`config.mk`:
```
export PLATFORM = sky130hd
export DESIGN_NAME = lprs_top
export DESIGN_NICKNAME = d
export VERILOG_FILES = /design/src/logic/lprs_pkg.sv /design/src/logic/lprs_top.sv
export VERILOG_INCLUDE_DIRS = /design/src /design/src/logic
export SDC_FILE = /design/constraint.sdc
export NUM_CORES = 1
export LEC_CHECK = 0
export ABC_AREA = 1
export ABC_CLOCK_PERIOD_IN_PS = 1650
export BUFFER_PORTS_ARGS = -buffer_cell sky130_fd_sc_hd__buf_2
export CORE_ASPECT_RATIO = 1.4
export CORE_MARGIN = 2
export CORE_UTILIZATION = 47
export DETAILED_ROUTE_END_ITERATION = 16
export GPL_TIMING_DRIVEN = 0
export HOLD_SLACK_MARGIN = 0.02
export PLACE_DENSITY = 0.76
export SLEW_MARGIN = 25
export SYNTH_ARGS = -nofsm -noshare
export SYNTH_HDL_FRONTEND = slang
export SYNTH_SLANG_ARGS = --single-unit
```
`constraint.sdc`:
```
create_clock -name sys_clk -period 1.65 [get_ports sys_clk]
set_clock_uncertainty 0.1 [all_clocks]
set_input_delay 0.2475 -clock sys_clk [delete_from_list [all_inputs] [get_ports sys_clk]]
set_output_delay 0.2475 -clock sys_clk [all_outputs]
set_load 0.01 [all_outputs]
```
`src/logic/lprs_cfg.svh`:
```
// Constants for the low-power and reset status block
`ifndef LPRS_CFG_SVH
`define LPRS_CFG_SVH
`define LPRS_ADDR_BRK_STAT  16'hFE00
`define LPRS_ADDR_RST_CAUSE 16'hFE01
`define LPRS_ADDR_BRK_CTRL  16'hFE03
`define LPRS_BRK_FLAG_BIT   1
`define LPRS_BREAK_CLEAR_ENABLE_BIT       7
`define LPRS_POR_BIT        7
`define LPRS_PIN_BIT        6
`define LPRS_WDOG_BIT       5
`define LPRS_ILLEGAL_OPCODE_FLAG_BIT       4
`define LPRS_ILLEGAL_ADDRESS_FLAG_BIT       3
`define LPRS_MON_BIT        2
`define LPRS_LVI_BIT        1
`define LPRS_REC_LONG       4096
`define LPRS_REC_SHORT      32
`define LPRS_CNT_W          13
`endif

```
`src/logic/lprs_pkg.sv`:
```
// Types for the low-power and reset status block
package lprs_pkg;
	typedef enum logic [1:0] {
		LPRS_RUN  = 2'b00,
		LPRS_WAIT = 2'b01,
		LPRS_STOP = 2'b10,
		LPRS_REC  = 2'b11
	} lprs_state_t;

	typedef struct packed {
		logic pin;
		logic wdog;
		logic illegal_opcode_flag;
		logic illegal_address_flag;
		logic mon;
		logic low_voltage_flag;
	} lprs_cause_t;

	typedef struct packed {
		logic       rd;
		logic       wr;
		logic [15:0] addr;
		logic [7:0]  wdata;
	} lprs_bus_t;
endpackage

```
`src/logic/lprs_top.sv`:
```
// Low-power mode sequencer and reset status registers
`timescale 1ns/1ps
`include "lprs_cfg.svh"

// Operation
// RL1: Wait or stop clears CPU interrupt mask
// RL2: Wait stops CPU clock, peripherals run
// RL3: Enabled interrupt wakes wait, stacking next cycle
// RL4: Wait also ends on reset or break
// RL5: Break in wait/stop sets break flag
// RL6: Watchdog runs in wait unless disabled
// RL7: Stop resets counter, gates both clocks
// RL8: Stop ends on interrupt, reset, break
// RL9: Recovery 4096 cycles, or 32 if short
// RL10: Crystal systems should keep short option clear
// RL11: Counter held in stop, then times recovery
// RL12: Three registers at FE00, FE01, FE03
// RL13: Break flag cleared by writing zero, reset
// RL14: Reset cause read clears all flags
// RL15: Power-on sets its flag, clears others
// RL16: Separate flags per reset cause
// RL17: Monitor entry reset sets its flag
// RL18: Bit 7 enables flag clearing in break
// RL19: Break-time clears persist; two-step stays protected
// RL20: Reset cause bit positions chosen here
module lprs_top #(
	parameter int REC_LONG  = `LPRS_REC_LONG,
	parameter int REC_SHORT = `LPRS_REC_SHORT
) (
	input  wire logic               sys_clk,
	input  wire logic               rst_b,
	input  wire logic               por_event,
	input  wire lprs_pkg::lprs_cause_t rst_cause,
	input  wire logic               rst_event,
	input  wire logic               wait_exec,
	input  wire logic               stop_exec,
	input  wire logic               irq_req,
	input  wire logic               break_req,
	input  wire logic               break_state,
	input  wire logic               watchdog_disable_option,
	input  wire logic               short_recovery_option,
	input  wire lprs_pkg::lprs_bus_t bus,
	output logic [7:0]              rdata,
	output logic                    clr_imask,
	output logic                    cpu_clk_en,
	output logic                    bus_clock_out_en,
	output logic                    oscillator_clock_en,
	output logic                    stack_start,
	output logic                    watchdog_run,
	output logic                    break_clear_ok
);

	// ==========================================================
	// Sequencer
	lprs_pkg::lprs_state_t state_reg;
	lprs_pkg::lprs_state_t state_next;
	logic [`LPRS_CNT_W-1:0] cnt_reg;
	logic [`LPRS_CNT_W-1:0] cnt_next;
	logic [`LPRS_CNT_W-1:0] rec_len;
	logic                   stack_next;
	logic                   wake_brk;

	assign rec_len = short_recovery_option ? `LPRS_CNT_W'(REC_SHORT)
	                                       : `LPRS_CNT_W'(REC_LONG); // RL9 RL10
	assign wake_brk = break_req &&
		(state_reg == lprs_pkg::LPRS_WAIT || state_reg == lprs_pkg::LPRS_STOP); // RL5

	always_comb begin
		state_next = state_reg;
		cnt_next   = cnt_reg;
		stack_next = 1'b0;
		case (state_reg)
			lprs_pkg::LPRS_RUN: begin
				if (stop_exec) begin
					state_next = lprs_pkg::LPRS_STOP;
					cnt_next   = '0; // RL7
				end else if (wait_exec) begin
					state_next = lprs_pkg::LPRS_WAIT;
				end
			end
			lprs_pkg::LPRS_WAIT: begin
				if (irq_req || break_req) begin // RL3 RL4
					state_next = lprs_pkg::LPRS_RUN;
					stack_next = 1'b1;
				end
			end
			lprs_pkg::LPRS_STOP: begin
				cnt_next = '0; // RL11
				if (irq_req || break_req) begin // RL8
					state_next = lprs_pkg::LPRS_REC;
				end
			end
			default: begin
				cnt_next = cnt_reg + `LPRS_CNT_W'(1); // RL11
				if (cnt_next == rec_len) begin // RL9
					state_next = lprs_pkg::LPRS_RUN;
					stack_next = 1'b1; // RL8
				end
			end
		endcase
	end

	always_ff @(posedge sys_clk or negedge rst_b) begin
		if (!rst_b) begin
			state_reg   <= lprs_pkg::LPRS_RUN;
			cnt_reg     <= '0;
			stack_start <= 1'b0;
			clr_imask   <= 1'b0;
		end else if (rst_event) begin
			state_reg   <= lprs_pkg::LPRS_RUN; // RL4 RL8
			cnt_reg     <= '0;
			stack_start <= 1'b0;
			clr_imask   <= 1'b0;
		end else begin
			state_reg   <= state_next;
			cnt_reg     <= cnt_next;
			stack_start <= stack_next; // RL3
			clr_imask   <= wait_exec || stop_exec; // RL1
		end
	end

	// ==========================================================
	// Clock gating
	logic cpu_en_next;
	logic sys_en_next;
	assign cpu_en_next = (state_next == lprs_pkg::LPRS_RUN); // RL2
	assign sys_en_next = (state_next == lprs_pkg::LPRS_RUN) ||
	                     (state_next == lprs_pkg::LPRS_WAIT); // RL7

	always_ff @(posedge sys_clk or negedge rst_b) begin
		if (!rst_b) begin
			cpu_clk_en          <= 1'b1;
			bus_clock_out_en    <= 1'b1;
			oscillator_clock_en <= 1'b1;
			watchdog_run        <= 1'b0;
		end else begin
			cpu_clk_en          <= cpu_en_next || rst_event;
			bus_clock_out_en    <= sys_en_next || rst_event;
			oscillator_clock_en <= sys_en_next || state_next == lprs_pkg::LPRS_REC
			                       || rst_event;
			watchdog_run        <= !watchdog_disable_option &&
			                       state_next != lprs_pkg::LPRS_STOP; // RL6
		end
	end

	// ==========================================================
	// Registers
	logic brk_flag_reg;
	logic break_clear_enable_reg;
	logic por_flag_reg;
	lprs_pkg::lprs_cause_t cause_reg;
	logic sel_stat;
	logic sel_cause;
	logic sel_ctrl;
	logic clr_allowed;
	logic [7:0] rd_mux;

	assign sel_stat  = (bus.addr == `LPRS_ADDR_BRK_STAT); // RL12
	assign sel_cause = (bus.addr == `LPRS_ADDR_RST_CAUSE);
	assign sel_ctrl  = (bus.addr == `LPRS_ADDR_BRK_CTRL);
	assign clr_allowed = !break_state || break_clear_enable_reg; // RL18 RL19

	always_comb begin
		rd_mux = 8'h00;
		if (sel_stat) begin
			rd_mux[`LPRS_BRK_FLAG_BIT] = brk_flag_reg;
		end else if (sel_cause) begin
			rd_mux[`LPRS_POR_BIT]  = por_flag_reg; // RL20
			rd_mux[`LPRS_PIN_BIT]  = cause_reg.pin;
			rd_mux[`LPRS_WDOG_BIT] = cause_reg.wdog;
			rd_mux[`LPRS_ILLEGAL_OPCODE_FLAG_BIT] = cause_reg.illegal_opcode_flag;
			rd_mux[`LPRS_ILLEGAL_ADDRESS_FLAG_BIT] = cause_reg.illegal_address_flag;
			rd_mux[`LPRS_MON_BIT]  = cause_reg.mon;
			rd_mux[`LPRS_LVI_BIT]  = cause_reg.low_voltage_flag;
		end else if (sel_ctrl) begin
			rd_mux[`LPRS_BREAK_CLEAR_ENABLE_BIT] = break_clear_enable_reg;
		end
	end

	always_ff @(posedge sys_clk or negedge rst_b) begin
		if (!rst_b) begin
			brk_flag_reg <= 1'b0;
			break_clear_enable_reg     <= 1'b0;
			rdata        <= 8'h00;
			break_clear_ok <= 1'b0;
		end else if (rst_event) begin
			brk_flag_reg <= 1'b0; // RL13
			break_clear_enable_reg     <= 1'b0;
			rdata        <= 8'h00;
			break_clear_ok <= !break_state; // RL18
		end else begin
			rdata <= bus.rd ? rd_mux : 8'h00;
			break_clear_ok <= clr_allowed; // RL18
			if (wake_brk) begin
				brk_flag_reg <= 1'b1; // RL5
			end else if (bus.wr && sel_stat && clr_allowed &&
			             !bus.wdata[`LPRS_BRK_FLAG_BIT]) begin
				brk_flag_reg <= 1'b0; // RL13
			end
			if (bus.wr && sel_ctrl) begin
				break_clear_enable_reg <= bus.wdata[`LPRS_BREAK_CLEAR_ENABLE_BIT]; // RL18
			end
		end
	end

	// Reset cause: latched on reset event, kept through it
	always_ff @(posedge sys_clk or negedge rst_b) begin
		if (!rst_b) begin
			por_flag_reg <= 1'b1;
			cause_reg    <= '0;
		end else if (por_event) begin
			por_flag_reg <= 1'b1; // RL15
			cause_reg    <= '0;
		end else if (rst_event) begin
			por_flag_reg <= 1'b0;
			cause_reg    <= rst_cause; // RL16 RL17
		end else if (bus.rd && sel_cause && clr_allowed) begin
			por_flag_reg <= 1'b0; // RL14
			cause_reg    <= '0;
		end
	end

endmodule

```
## Word level (Yosys, flattened, before mapping)

Cells that the tools add are included.

- Register bits: 39
- Latch bits: 0
- Memory bits (writable): 0
- ROM bits: 0
- Input port bits: 43
- Output and inout port bits: 15
- Logic and storage cells: 93
- Memories: 0

- $add $sub $neg: 1
- Multiply operators: 0
- Div/mod/pow operators: 0
- $lt $le $gt $ge: 0
- Equal/unequal tests: 11
- Shift-type cells: 0
- Multiplexer cells: 35
- Bitwise operators: 0
- Reduce and logical (&&, ||, !) cells: 27

Operators by type and width:

| cell | count |
|---|---|
| 16-bit equality test, second input constant | 3 |
| 13-bit 2-to-1 mux | 3 |
| 13-bit case mux with 3 select lines | 1 |
| 6-bit 2-to-1 mux | 5 |
| 1-bit 2-to-1 mux | 16 |
| 8-bit 2-to-1 mux | 2 |
| 13-bit by 1-bit adder with 13-bit output, second input constant | 1 |
| 13-bit equality test | 1 |
| 2-bit 2-to-1 mux | 6 |
| 1-bit logical OR | 9 |
| 1-bit logical AND | 8 |
| 2-bit case mux with 3 select lines | 1 |
| 3-bit nonzero test | 2 |
| 2-bit by 1-bit equality test with 1-bit output, second input constant | 2 |
| 2-bit equality test, second input constant | 2 |
| 2-bit zero test | 2 |
| 2-bit inequality test, second input constant | 2 |
| 1-bit zero test | 3 |
| 3-bit inequality test, second input constant | 1 |
| 1-bit case mux with 2 select lines | 1 |
| 2-bit AND reduction | 1 |
| 2-bit nonzero test | 1 |
| 2-bit OR reduction | 1 |

## Longest topological paths before layout

Gate-level depths: netlist (run 1).

- Depth in word-level cells: 8
- Mapped depth: 14
- Mapped depth without buffers: 14

## Worst setup path after synthesis (run 1)

OpenSTA, ideal clock, no wires.

- Path kind: register -> register
- From: register cnt_reg[0]
- To: register watchdog_run
- Library setup time: 0.122 ns
- Arrival time: 1.524 ns
- Data required time: 1.428 ns
- Setup slack: -0.096 ns
- Stages on the path, launching flop included: 14
- Path buffers: 0
- Clock period less this slack: 1.746 ns
- Cell sequence: dfrtp_1 ha_1 nand2_2 inv_1 nand3_1 nand2_1 nor2_1 nand3_1 nor2_2 nand3_2 nand2_1 nand2_1 nand2_2 a21oi_1

- Longest elaborated chain between the ends: 6

RTL lines:

| what | RTL line | source |
|---|---|---|
| from (decl) | lprs_top.sv:57 | `` logic [`LPRS_CNT_W-1:0] cnt_reg; `` |
| from (signal assigned) | lprs_top.sv:116 | `cnt_reg <= cnt_next;` |
| 13-bit by 1-bit adder with 13-bit output | lprs_top.sv:94 | `` cnt_next = cnt_reg + `LPRS_CNT_W'(1); `` |
| 13-bit equality test | lprs_top.sv:95 | `if (cnt_next == rec_len) begin` |
| 2-bit 2-to-1 mux | lprs_top.sv:95 |  |
| 2-bit case mux with 3 select lines | lprs_top.sv:72 | `case (state_reg)` |
| 2-bit inequality test | lprs_top.sv:142 | `state_next != lprs_pkg::LPRS_STOP;` |
| 1-bit logical AND | lprs_top.sv:141 | `watchdog_run <= !watchdog_disable_option &&` |
| to (signal assigned) | lprs_top.sv:141 |  |
| to (decl) | lprs_top.sv:49 | `output logic watchdog_run,` |

No other way between the ends.
A chain may end at the register's enable or synchronous reset.

## Final worst setup path (run 1)

- From: register cnt_reg[0]
- To: register cpu_clk_en

- Longest elaborated chain between the ends: 6

RTL lines:

| what | RTL line | source |
|---|---|---|
| 13-bit by 1-bit adder with 13-bit output | lprs_top.sv:94 |  |
| 13-bit equality test | lprs_top.sv:95 |  |
| 2-bit 2-to-1 mux | lprs_top.sv:95 |  |
| 2-bit case mux with 3 select lines | lprs_top.sv:72 |  |
| 2-bit zero test | lprs_top.sv:126 | `assign cpu_en_next = (state_next == lprs_pkg::LPRS_RUN);` |
| 1-bit logical OR | lprs_top.sv:137 | `cpu_clk_en <= cpu_en_next \|\| rst_event;` |
| to (signal assigned) | lprs_top.sv:137 |  |
| to (decl) | lprs_top.sv:45 | `output logic cpu_clk_en,` |

No other way between the ends.

==> impl_metrics.env, run 1 <==
export IMPL_cp_max_fo=6
export IMPL_routedWlPerCell_um=12.18
export IMPL_clockPowerShare_pct=33.4
export IMPL_clk_latency_ns=0.30
export IMPL_hold_path_end="break_clear_ok"
export IMPL_r2r_end="cpu_clk_en"
export IMPL_slew_headroom_pct=43.86
export IMPL_startpoint="cnt_reg[0]"
export IMPL_areaGrowthSynthToFinish_pct=34.08
export IMPL_seq_area_frac_synth_pct=46.25
export IMPL_drcViolationCount=0
export IMPL_drt_initial_drc_count=48
export IMPL_max_clock_freq_mhz=529.5
export IMPL_boundaryPins=58
export IMPL_slew_violations=0
export IMPL_hold_viol=0
export IMPL_grt_max_degree=39
export IMPL_cts_buffer_depth=2
export IMPL_via_count=1948
export IMPL_ys_ff_latch=38
export IMPL_dieArea_mm2=0.004952
export IMPL_drt_wl_total_mm=4.788
export IMPL_synth_nets=310
export IMPL_nets=382
export IMPL_fin_util_pct=65.38
export IMPL_cts_sinks=38
export IMPL_root_buffer="clkbuf_8"
export IMPL_power_switching_mw=0.7240
export IMPL_antenna_found_initial=0
export IMPL_initial_utilization_pct=48.76
export IMPL_cellLeakagePower_nw=1.257
export IMPL_synthCells=260
export IMPL_power_frac_comb_pct=23.4
export IMPL_start_kind="register"
export IMPL_total_power_mw=2.423
export IMPL_min_from="break_state"
export IMPL_powerDensity_mw_per_mm2=874.3
export IMPL_critPathKind="register to register"
export IMPL_violations="setup timing"
export IMPL_maxCapViolCount=0
export IMPL_switching_share_pct=29.88
export IMPL_syn_area_per_cell_um2=7.950
export IMPL_track_usage_pct=21.07
export IMPL_die_h_um=82.47
export IMPL_status="finished, violations left"
export IMPL_synthTopCellsByArea="dfrtp_1 41%, nand2_1 9.4%, inv_1 7.1%, nand3_1 6.3%, dfstp_2 5.1%"
export IMPL_worstRegToRegCells=13
export IMPL_grt_ovfl_total=0
export IMPL_h_tree_depth=2
export IMPL_tightestPinTransition_ns=0.8421
export IMPL_p_int_mw=1.699
export IMPL_gp_congestion=0.8627
export IMPL_setup_viol=7
export IMPL_first_global_vias=1939
export IMPL_place_hpwl_mm=3.301
export IMPL_port_buffers=50
export IMPL_clk_pin_slew_ns=0.08
export IMPL_row_count=28
export IMPL_cts_tree="yes"
export IMPL_viasPerCell=4.957
export IMPL_synth_top_area_share_pct=41.16
export IMPL_p_seq_share_pct=43.2
export IMPL_synth_cell_type_count=31
export IMPL_crit_required_ns=1.78
export IMPL_cp_end_kind="register"
export IMPL_diodes=0
export IMPL_setup_slack_ns=-0.2387
export IMPL_core_area_mm2=0.004239
export IMPL_fp_dieW_um=60.05
export IMPL_syn_area_mm2=0.002067
export IMPL_grt_pass1_wl_mm=7.900
export IMPL_yosysWarningCount=0
export IMPL_r2r_start="cnt_reg[0]"
export IMPL_ir_drop_v=0.0007010
export IMPL_fin_crit_sh_pct=114.5
export IMPL_r2r_slack_ns=-0.24
export IMPL_dp_cells=370
export IMPL_rsz0062_at_grt="yes"
export IMPL_cp_arrival_ns=2.02
export IMPL_fin_cells=393
export IMPL_cts_buffers=5
export IMPL_drive_gt1_share_pct=35.74
export IMPL_yosys_area_top_type="dfrtp_1"
export IMPL_min_period_ns=1.889
export IMPL_dr_pass1_iters=4
export IMPL_holdPathStages=2
export IMPL_min_path_type="input port to register"
export IMPL_largest_reg_flops=13
export IMPL_postRouteAntennaNets=0
## routing by layer
layer,wire length [um],track usage (%)
met1,1868,22.02
met2,2641,40.54
met3,174,3.271
met4,103,8.444
met5,0,0
## synth_stat cells (all sizes together)
library cell / n
dfrtp: 34
nand4: 10
nor3: 5
or2: 1
clkbuf: 2
inv: 39
nand2: 56
o21ai: 15
a21oi: 5
nand3: 29
nor4: 1
nor2: 29
dfstp: 4
o22ai: 10
nand3b: 1
ha: 7
a211oi: 2
o21bai: 1
clkinv: 1
xor2: 1
and2: 1
o31ai: 2
buf: 2
conb: 1
o311ai: 1
## cell usage in the layout, fill, tap and decap left out, types with 2 or more instances in the layout
cell | synthesis | layout
buf_2 | 0 | 50
nand2_1 | 52 | 40
inv_1 | 39 | 36
dfrtp_1 | 34 | 33
nand3_1 | 26 | 22
nor2_1 | 23 | 20
nand2_2 | 4 | 14
o21ai_0 | 13 | 12
buf_4 | 1 | 12
nand4_1 | 10 | 10
o22ai_1 | 10 | 10
ha_1 | 7 | 6
nor3_1 | 5 | 5
nor2_2 | 3 | 5
nand3_2 | 3 | 5
clkbuf_8 | 0 | 5
a21oi_1 | 5 | 4
nor2_4 | 3 | 4
buf_6 | 0 | 4
dfstp_2 | 4 | 4
inv_2 | 0 | 3
nand3_4 | 0 | 2
o21ai_1 | 2 | 2
o31ai_1 | 2 | 2
a211oi_1 | 2 | 2
clkinvlp_4 | 0 | 2
dlygate4sd3_1 | 0 | 2
## what timing repair did
action                                  CTS  global route
hold endpoints to repair                 35             0
endpoints found under the setup margin   17            17
hold buffers                              2             0
buffers inserted                         10             6
gates resized for setup                  11            32
pin swaps                                 6            19
## power groups by stage
stage | logic [mW] | clock network (mW) | registers, mW
3_3_place_gp | 0.443 | 0 | 1.08
4_1_cts | 0.521 | 0.810 | 1.05
3_5_place_dp | 0.449 | 0 | 1.08
6_report | 0.566 | 0.809 | 1.05
5_1_grt | 0.639 | 0.839 | 1.06
2_1_floorplan | 0.264 | 0 | 1.09
## how the worst max path moves through the flow
stage                     slack (ns)  cells past startpoint            to
after floorplan                -0.05                     12  watchdog_run
after global placement         -0.27                      7    cnt_reg[3]
after detailed placement       -0.26                     13  watchdog_run
after CTS                      -0.21                     14    cpu_clk_en
after global routing           -0.38                     13    cpu_clk_en
final                          -0.24                     13    cpu_clk_en
## metrics by stage
stage,setup WS [ns],setup TNS [ns],hold WS (ns),instance area [um^2]
floorplan,-0.05187,-0.2201,-0.1481,2074
global placement,-0.2691,-4.188,0.2974,2400
detailed placement,-0.2627,-4.351,0.3019,2400
CTS,-0.2132,-1.279,0.05905,2635
global route,-0.3764,-2.223,0.06013,2771
finish,-0.2387,-1.373,0.05453,2771
## worst max-delay path: stages (launching register included)
cell and delay (ns):
dfrtp_1 0.41, ha_4 0.19, nand2_8 0.07, nor2_4 0.18, nand3_2 0.10, nand2_2 0.09, nand3_2 0.09, nor2_4 0.11
nand3_4 0.10, nand2_2 0.09, nand2_2 0.07, nand2_4 0.09, nand2_1 0.06, nand2_1 0.06
## cell type report
class,count,area (um^2)
Buffer,4,33.78
Clock inverter,3,45.04
Multi-Input combinational cell,178,1066
Timing Repair Buffer,65,375.4
Sequential cell,38,957.2
Tap cell,60,75.07
Clock buffer,5,68.82
Inverter,40,150.1
Fill cell,363,1468
## cell families after synthesis
kind of cell               share of synthesized area [%]
other                                             0.1814
buffers and inverters                              8.172
adders and majority gates                          4.237
AOI/OAI and AO/OA                                  10.11
DFF                                                46.25
xor gates and xnor gates                          0.4238
and+or+nand+nor                                    30.63
(Power assumes the default switching activity.)
==> run 2: changes to the inputs <==
BUFFER_PORTS_ARGS = unset   (was -buffer_cell sky130_fd_sc_hd__buf_2)
CORE_UTILIZATION = 56   (was 47)
DONT_BUFFER_PORTS = 1   (was unset)
PLACE_DENSITY = 0.74   (was 0.76)
==> run 2 against run 1 <==
  * The flow still finishes with violations (setup timing)
  * Routed wire length decreased by 2.4%
  * First-iteration DRC count increased by 19%
  * Count of clock-buffer cells in the layout unchanged
  * Global-route usage increased by 2.0 points
  * Register-to-register slack about the same
  * Setup slack improved by 0.0062 ns
==> impl_metrics.env, run 2 (synthesis results as in run 1) <==
export IMPL_dieArea_mm2=0.004200
export IMPL_hold_viol=0
export IMPL_start_kind="register"
export IMPL_critical_path_top_delay_family="simple AND/OR/NAND/NOR gates"
export IMPL_die_h_um=75.89
export IMPL_cts_sinks=38
export IMPL_cp_slowest_stage_delay_ns=0.44
export IMPL_min_path_type="input port to register"
export IMPL_fp_dieW_um=55.35
export IMPL_power_frac_comb_pct=18.2
export IMPL_cp_arrival_ns=2.02
export IMPL_areaGrowthSynthToFinish_pct=23.97
export IMPL_seq_area_um2=957.2
export IMPL_antenna_found_initial=0
export IMPL_violations="setup timing"
export IMPL_total_power_mw=2.491
export IMPL_routedWlPerCell_um=14.12
export IMPL_final_setup_tns_ns=-1.334
export IMPL_p_int_mw=1.808
export IMPL_grt_pass1_wl_mm=7.314
export IMPL_root_buffer="clkbuf_8"
export IMPL_tightestPinTransition_ns=0.5179
export IMPL_r2r_slack_ns=-0.23
export IMPL_via_count=1826
export IMPL_fin_util_pct=71.61
export IMPL_diodes=0
export IMPL_largest_reg_flops=13
export IMPL_cts_buffer_depth=2
export IMPL_setup_slack_ns=-0.2325
export IMPL_gp_congestion=0.7708
export IMPL_cp_cell_sequence="ha_4, nand2_4, nor2_4, nand2_1, nand2_1, nor2_2, nand3_2, nor2_4, nand3_4, nand2_1, nand2_1, nand2_2, nand2_1, nand2_1"
export IMPL_nets=338
export IMPL_cts_tree="yes"
export IMPL_grt_ovfl_total=0
export IMPL_crit_required_ns=1.78
export IMPL_powerDensity_mw_per_mm2=971.9
export IMPL_min_period_ns=1.883
export IMPL_fin_crit_sh_pct=114.1
export IMPL_drt_initial_drc_count=57
export IMPL_boundaryPins=58
export IMPL_clk_pin_slew_ns=0.08
export IMPL_clk_latency_ns=0.29
export IMPL_drive_gt1_share_pct=16.96
export IMPL_max_clock_freq_mhz=531.2
export IMPL_crit_top_cell="nand2_1"
export IMPL_status="finished, violations left"
export IMPL_multi_input_area_mm2=0.001022
export IMPL_dr_pass1_iters=4
export IMPL_pre_cts_slack_ns=-0.3018
export IMPL_rsz0062_at_grt="yes"
export IMPL_p_seq_share_pct=43.5
export IMPL_initial_utilization_pct=57.76
export IMPL_cp_max_fo=6
export IMPL_postLayoutCellArea_mm2=0.002562
export IMPL_slew_headroom_pct=65.34
export IMPL_setup_viol=7
export IMPL_place_hpwl_mm=3.170
export IMPL_port_buffers=0
export IMPL_path_buf_inv=0
export IMPL_drt_wl_total_mm=4.674
export IMPL_dpl_instance_area_mm2=0.002127
export IMPL_layout_commonest_cell="nand2_1"
export IMPL_fillers=283
export IMPL_maxCapViolCount=0
export IMPL_final_cell_mix="49 x nand2_1, 39 x inv_1, 33 x dfrtp_1, 23 x nand3_1, 19 x nor2_1"
export IMPL_track_usage_pct=23.03
export IMPL_ir_drop_v=0.0008939
export IMPL_crit_slowest_cell="dfrtp_1"
export IMPL_first_global_vias=1721
export IMPL_postRouteAntennaNets=0
export IMPL_h_tree_depth=2
export IMPL_row_count=26
export IMPL_critPathKind="register to register"
export IMPL_switching_share_pct=27.42
export IMPL_clockPowerShare_pct=38.4
export IMPL_power_switching_mw=0.6829
export IMPL_slew_violations=0
export IMPL_cp_end_kind="register"
export IMPL_grt_max_degree=39
export IMPL_drcViolationCount=0
export IMPL_cts_buffers=5
export IMPL_viasPerCell=5.517
export IMPL_cellLeakagePower_nw=1.102
export IMPL_core_area_mm2=0.003578
==> run 2: cell count changes in the layout (fill, tap and decap cells not counted), sizes merged <==
cell,delta
clkinvlp,-2
clkinv,+1
buf,-57
bufinv,+1
dlygate4sd3,+13
==> run 2: cell type report <==
class / count / area share [%]
Buffer: 4 / 1.074
Clock buffer: 5 / 2.686
Clock inverter: 3 / 2.686
Inverter: 40 / 5.859
Multi-Input combinational cell: 178 / 39.89
Sequential cell: 38 / 37.35
Tap cell: 42 / 2.051
Timing Repair Buffer: 21 / 8.398
==> run 2: power groups by stage <==
stage               registers [mW]  clock network, mW  logic (mW)
finish                        1.08              0.955       0.453
CTS                           1.08              0.968       0.431
global route                  1.09               1.00       0.516
floorplan                     1.09                  0       0.264
detailed placement            1.11                  0       0.327
global placement              1.11                  0       0.325
==> run 2: worst paths after layout <==
path                                   start           end  cells past startpoint
worst max-delay path              cnt_reg[0]    cpu_clk_en                     14
worst min-delay path            rst_cause[5]  cause_reg[5]                      2
worst max register to register    cnt_reg[0]    cpu_clk_en                     14
worst min register to register  por_flag_reg  por_flag_reg                      2
max in group asynchronous              rst_b  por_flag_reg                      2
min in group asynchronous              rst_b    cnt_reg[8]                      2
==> run 2: per-stage QoR <==
step	hold slack (ns)	cells
final	0.02975	331
after detailed placement	-0.1472	302
after global placement	-0.1469	302
after global routing	0.03570	331
after floorplan	-0.1481	260
after CTS	0.03222	330
==> run 2: repair_timing <==
item,in CTS,in global routing
setup buffers,4,2
pin swaps,4,5
cloned,0,0
gates resized for setup,10,15
hold buffers,16,0
hold endpoints to repair,54,0
endpoints found under the setup margin,17,17
==> run 2: layer usage <==
layer | vias to the layer above | track usage [%] | wire length, um
met5 | - | 0 | 0
met4 | 0 | 12.74 | 78
met3 | 9 | 6.112 | 230
met2 | 50 | 43.78 | 2676
met1 | 852 | 23.05 | 1688
li1 | 915 | - | -
==> run 3: changes to the inputs <==
ABC_CLOCK_PERIOD_IN_PS = unset   (was 1650)
GPL_TIMING_DRIVEN = unset   (was 0)
TNS_END_PERCENT = 100   (was unset)
==> run 3 against run 2 <==
  * The flow still finishes with violations (setup timing)
  * Global-route usage is 2.4 points higher
  * Via count up 8.8%
  * Non-clock buffer count up 25
  * Total power up 8.0%
  * Critical path depth decreased by 1
  * First-iteration DRC count decreased by 7.0%
  * Die area unchanged
  * Utilization grew 8.7 points
  * Count of clock-buffer cells in the layout stayed put
  * Sequential power about the same
  * Register-to-register slack better by 0.03 ns
  * Clock power is 0.8% higher
  * Critical path type unchanged
  * Largest power group unchanged
==> impl_metrics.env, run 3 (synthesis results as in run 1) <==
export IMPL_min_period_ns=1.856
export IMPL_routedWlPerCell_um=15.00
export IMPL_grt_pass1_wl_mm=8.142
export IMPL_layout_commonest_cell="nand2_1"
export IMPL_status="finished, violations left"
export IMPL_track_usage_pct=25.41
export IMPL_ir_drop_v=0.0007782
export IMPL_die_h_um=75.89
export IMPL_fin_crit_sh_pct=112.5
export IMPL_dr_pass1_iters=4
export IMPL_cp_arrival_ns=1.94
export IMPL_place_hpwl_mm=3.426
export IMPL_drcViolationCount=0
export IMPL_setup_viol=7
export IMPL_cellLeakagePower_nw=1.213
export IMPL_cts_buffer_depth=2
export IMPL_cp_end_kind="register"
export IMPL_clk_pin_slew_ns=0.08
export IMPL_antenna_found_initial=0
export IMPL_critPathKind="register to register"
export IMPL_violations="setup timing"
export IMPL_drt_wl_total_mm=5.339
export IMPL_diodes=0
export IMPL_max_clock_freq_mhz=538.9
export IMPL_row_count=26
export IMPL_fillers=232
export IMPL_clk_latency_ns=0.30
export IMPL_root_buffer="clkbuf_8"
export IMPL_drive_gt1_share_pct=29.94
export IMPL_first_global_vias=1902
export IMPL_setup_slack_ns=-0.2055
export IMPL_crit_required_ns=1.73
export IMPL_min_path_type="input port to register"
export IMPL_maxCapViolCount=0
export IMPL_powerDensity_mw_per_mm2=936.5
export IMPL_slew_violations=0
export IMPL_largest_reg_flops=13
export IMPL_nets=363
export IMPL_total_power_mw=2.690
export IMPL_cp_max_fo=6
export IMPL_initial_utilization_pct=57.76
export IMPL_h_tree_depth=2
export IMPL_dieArea_mm2=0.004200
export IMPL_fp_dieW_um=55.35
export IMPL_rsz0062_at_grt="yes"
export IMPL_core_area_mm2=0.003578
export IMPL_gp_congestion=0.7820
export IMPL_drt_initial_drc_count=53
export IMPL_cts_tree="yes"
export IMPL_viasPerCell=5.579
export IMPL_port_buffers=0
export IMPL_cts_sinks=38
export IMPL_boundaryPins=58
export IMPL_areaGrowthSynthToFinish_pct=38.98
export IMPL_final_cell_mix="45 x nand2_1, 35 x inv_1, 32 x dfrtp_1, 27 x buf_4, 22 x nand3_1"
export IMPL_cts_buffers=5
export IMPL_grt_ovfl_total=0
export IMPL_hold_viol=0
export IMPL_via_count=1986
export IMPL_postRouteAntennaNets=0
export IMPL_pre_cts_slack_ns=-0.1673
export IMPL_grt_max_degree=39
export IMPL_start_kind="register"
[run 3: timing repair]
action,in CTS,in global routing
pin swaps,5,22
gates cloned,0,1
gates resized for setup,7,42
setup endpoints to repair,7,19
buffers inserted,1,2
hold buffers,18,0
hold endpoints to repair,58,0
[run 3: layout make-up]
| cell class | count | area [um^2] | share of cell area (%) |
|---|---|---|---|
| multi-input cells | 178 | 1122 | 39.07 |
| well taps | 42 | 52.55 | 1.829 |
| inverters | 40 | 152.6 | 5.314 |
| clock buffers | 5 | 68.82 | 2.395 |
| repair buffers | 50 | 449.2 | 15.64 |
| clock inverters | 3 | 68.82 | 2.395 |
| flip-flops and latches | 38 | 958.4 | 33.36 |
[run 3: per-stage QoR]
step / cells / TNS [ns] / hold slack (ns) / util [%] / cell area (um^2)
after CTS: 353 / -1.006 / 0.02281 / 75.10 / 2688
after global placement: 326 / -0.7216 / -0.1470 / 64.79 / 2318
after detailed placement: 326 / -0.9615 / -0.1472 / 64.79 / 2318
after global routing: 356 / -2.325 / 0.03181 / 80.28 / 2873
final: 356 / -1.354 / 0.03777 / 80.28 / 2873
after floorplan: 260 / -0.2201 / -0.1481 / - / 2074
[run 3: power by group]
part,internal [mW],switching (mW)
combinational,0.290,0.362
sequential,1.02,0.0563
clock,0.606,0.357
total,1.92,0.775
[run 3: worst max-delay path, stage by stage, from the launching register on]
cell     delay (ns)
dfrtp_2        0.44
ha_4           0.19
nand2_8        0.08
nor2_4         0.06
nand2_1        0.06
nand2_1        0.08
nor2_2         0.12
nand3_2        0.11
nor2_4         0.13
nand3_4        0.10
nand2_2        0.08
nand2_2        0.06
nand2_4        0.10
nor2_2         0.04
[run 3: worst paths after layout]
path / startpoint / to / slack [ns] / depth (start not counted)
setup / recovery: cnt_reg[0] / state_reg[0] / -0.21 / 13
setup reg to reg: cnt_reg[0] / state_reg[0] / -0.21 / 13
max in group asynchronous: rst_b / bus_clock_out_en / 0.89 / 2
hold reg to reg: por_flag_reg / por_flag_reg / 0.40 / 2
min in group asynchronous: rst_b / cnt_reg[3] / 0.31 / 2
hold / removal: por_event / por_flag_reg / 0.04 / 3
[run 3: layer usage]
layer,vias up,global-route usage [%],share of wire (%)
met5,-,0,0
met4,0,8.672,2.0
met3,11,6.621,4.6
met2,53,51.59,59
met1,955,24.95,35
li1,967,-,-
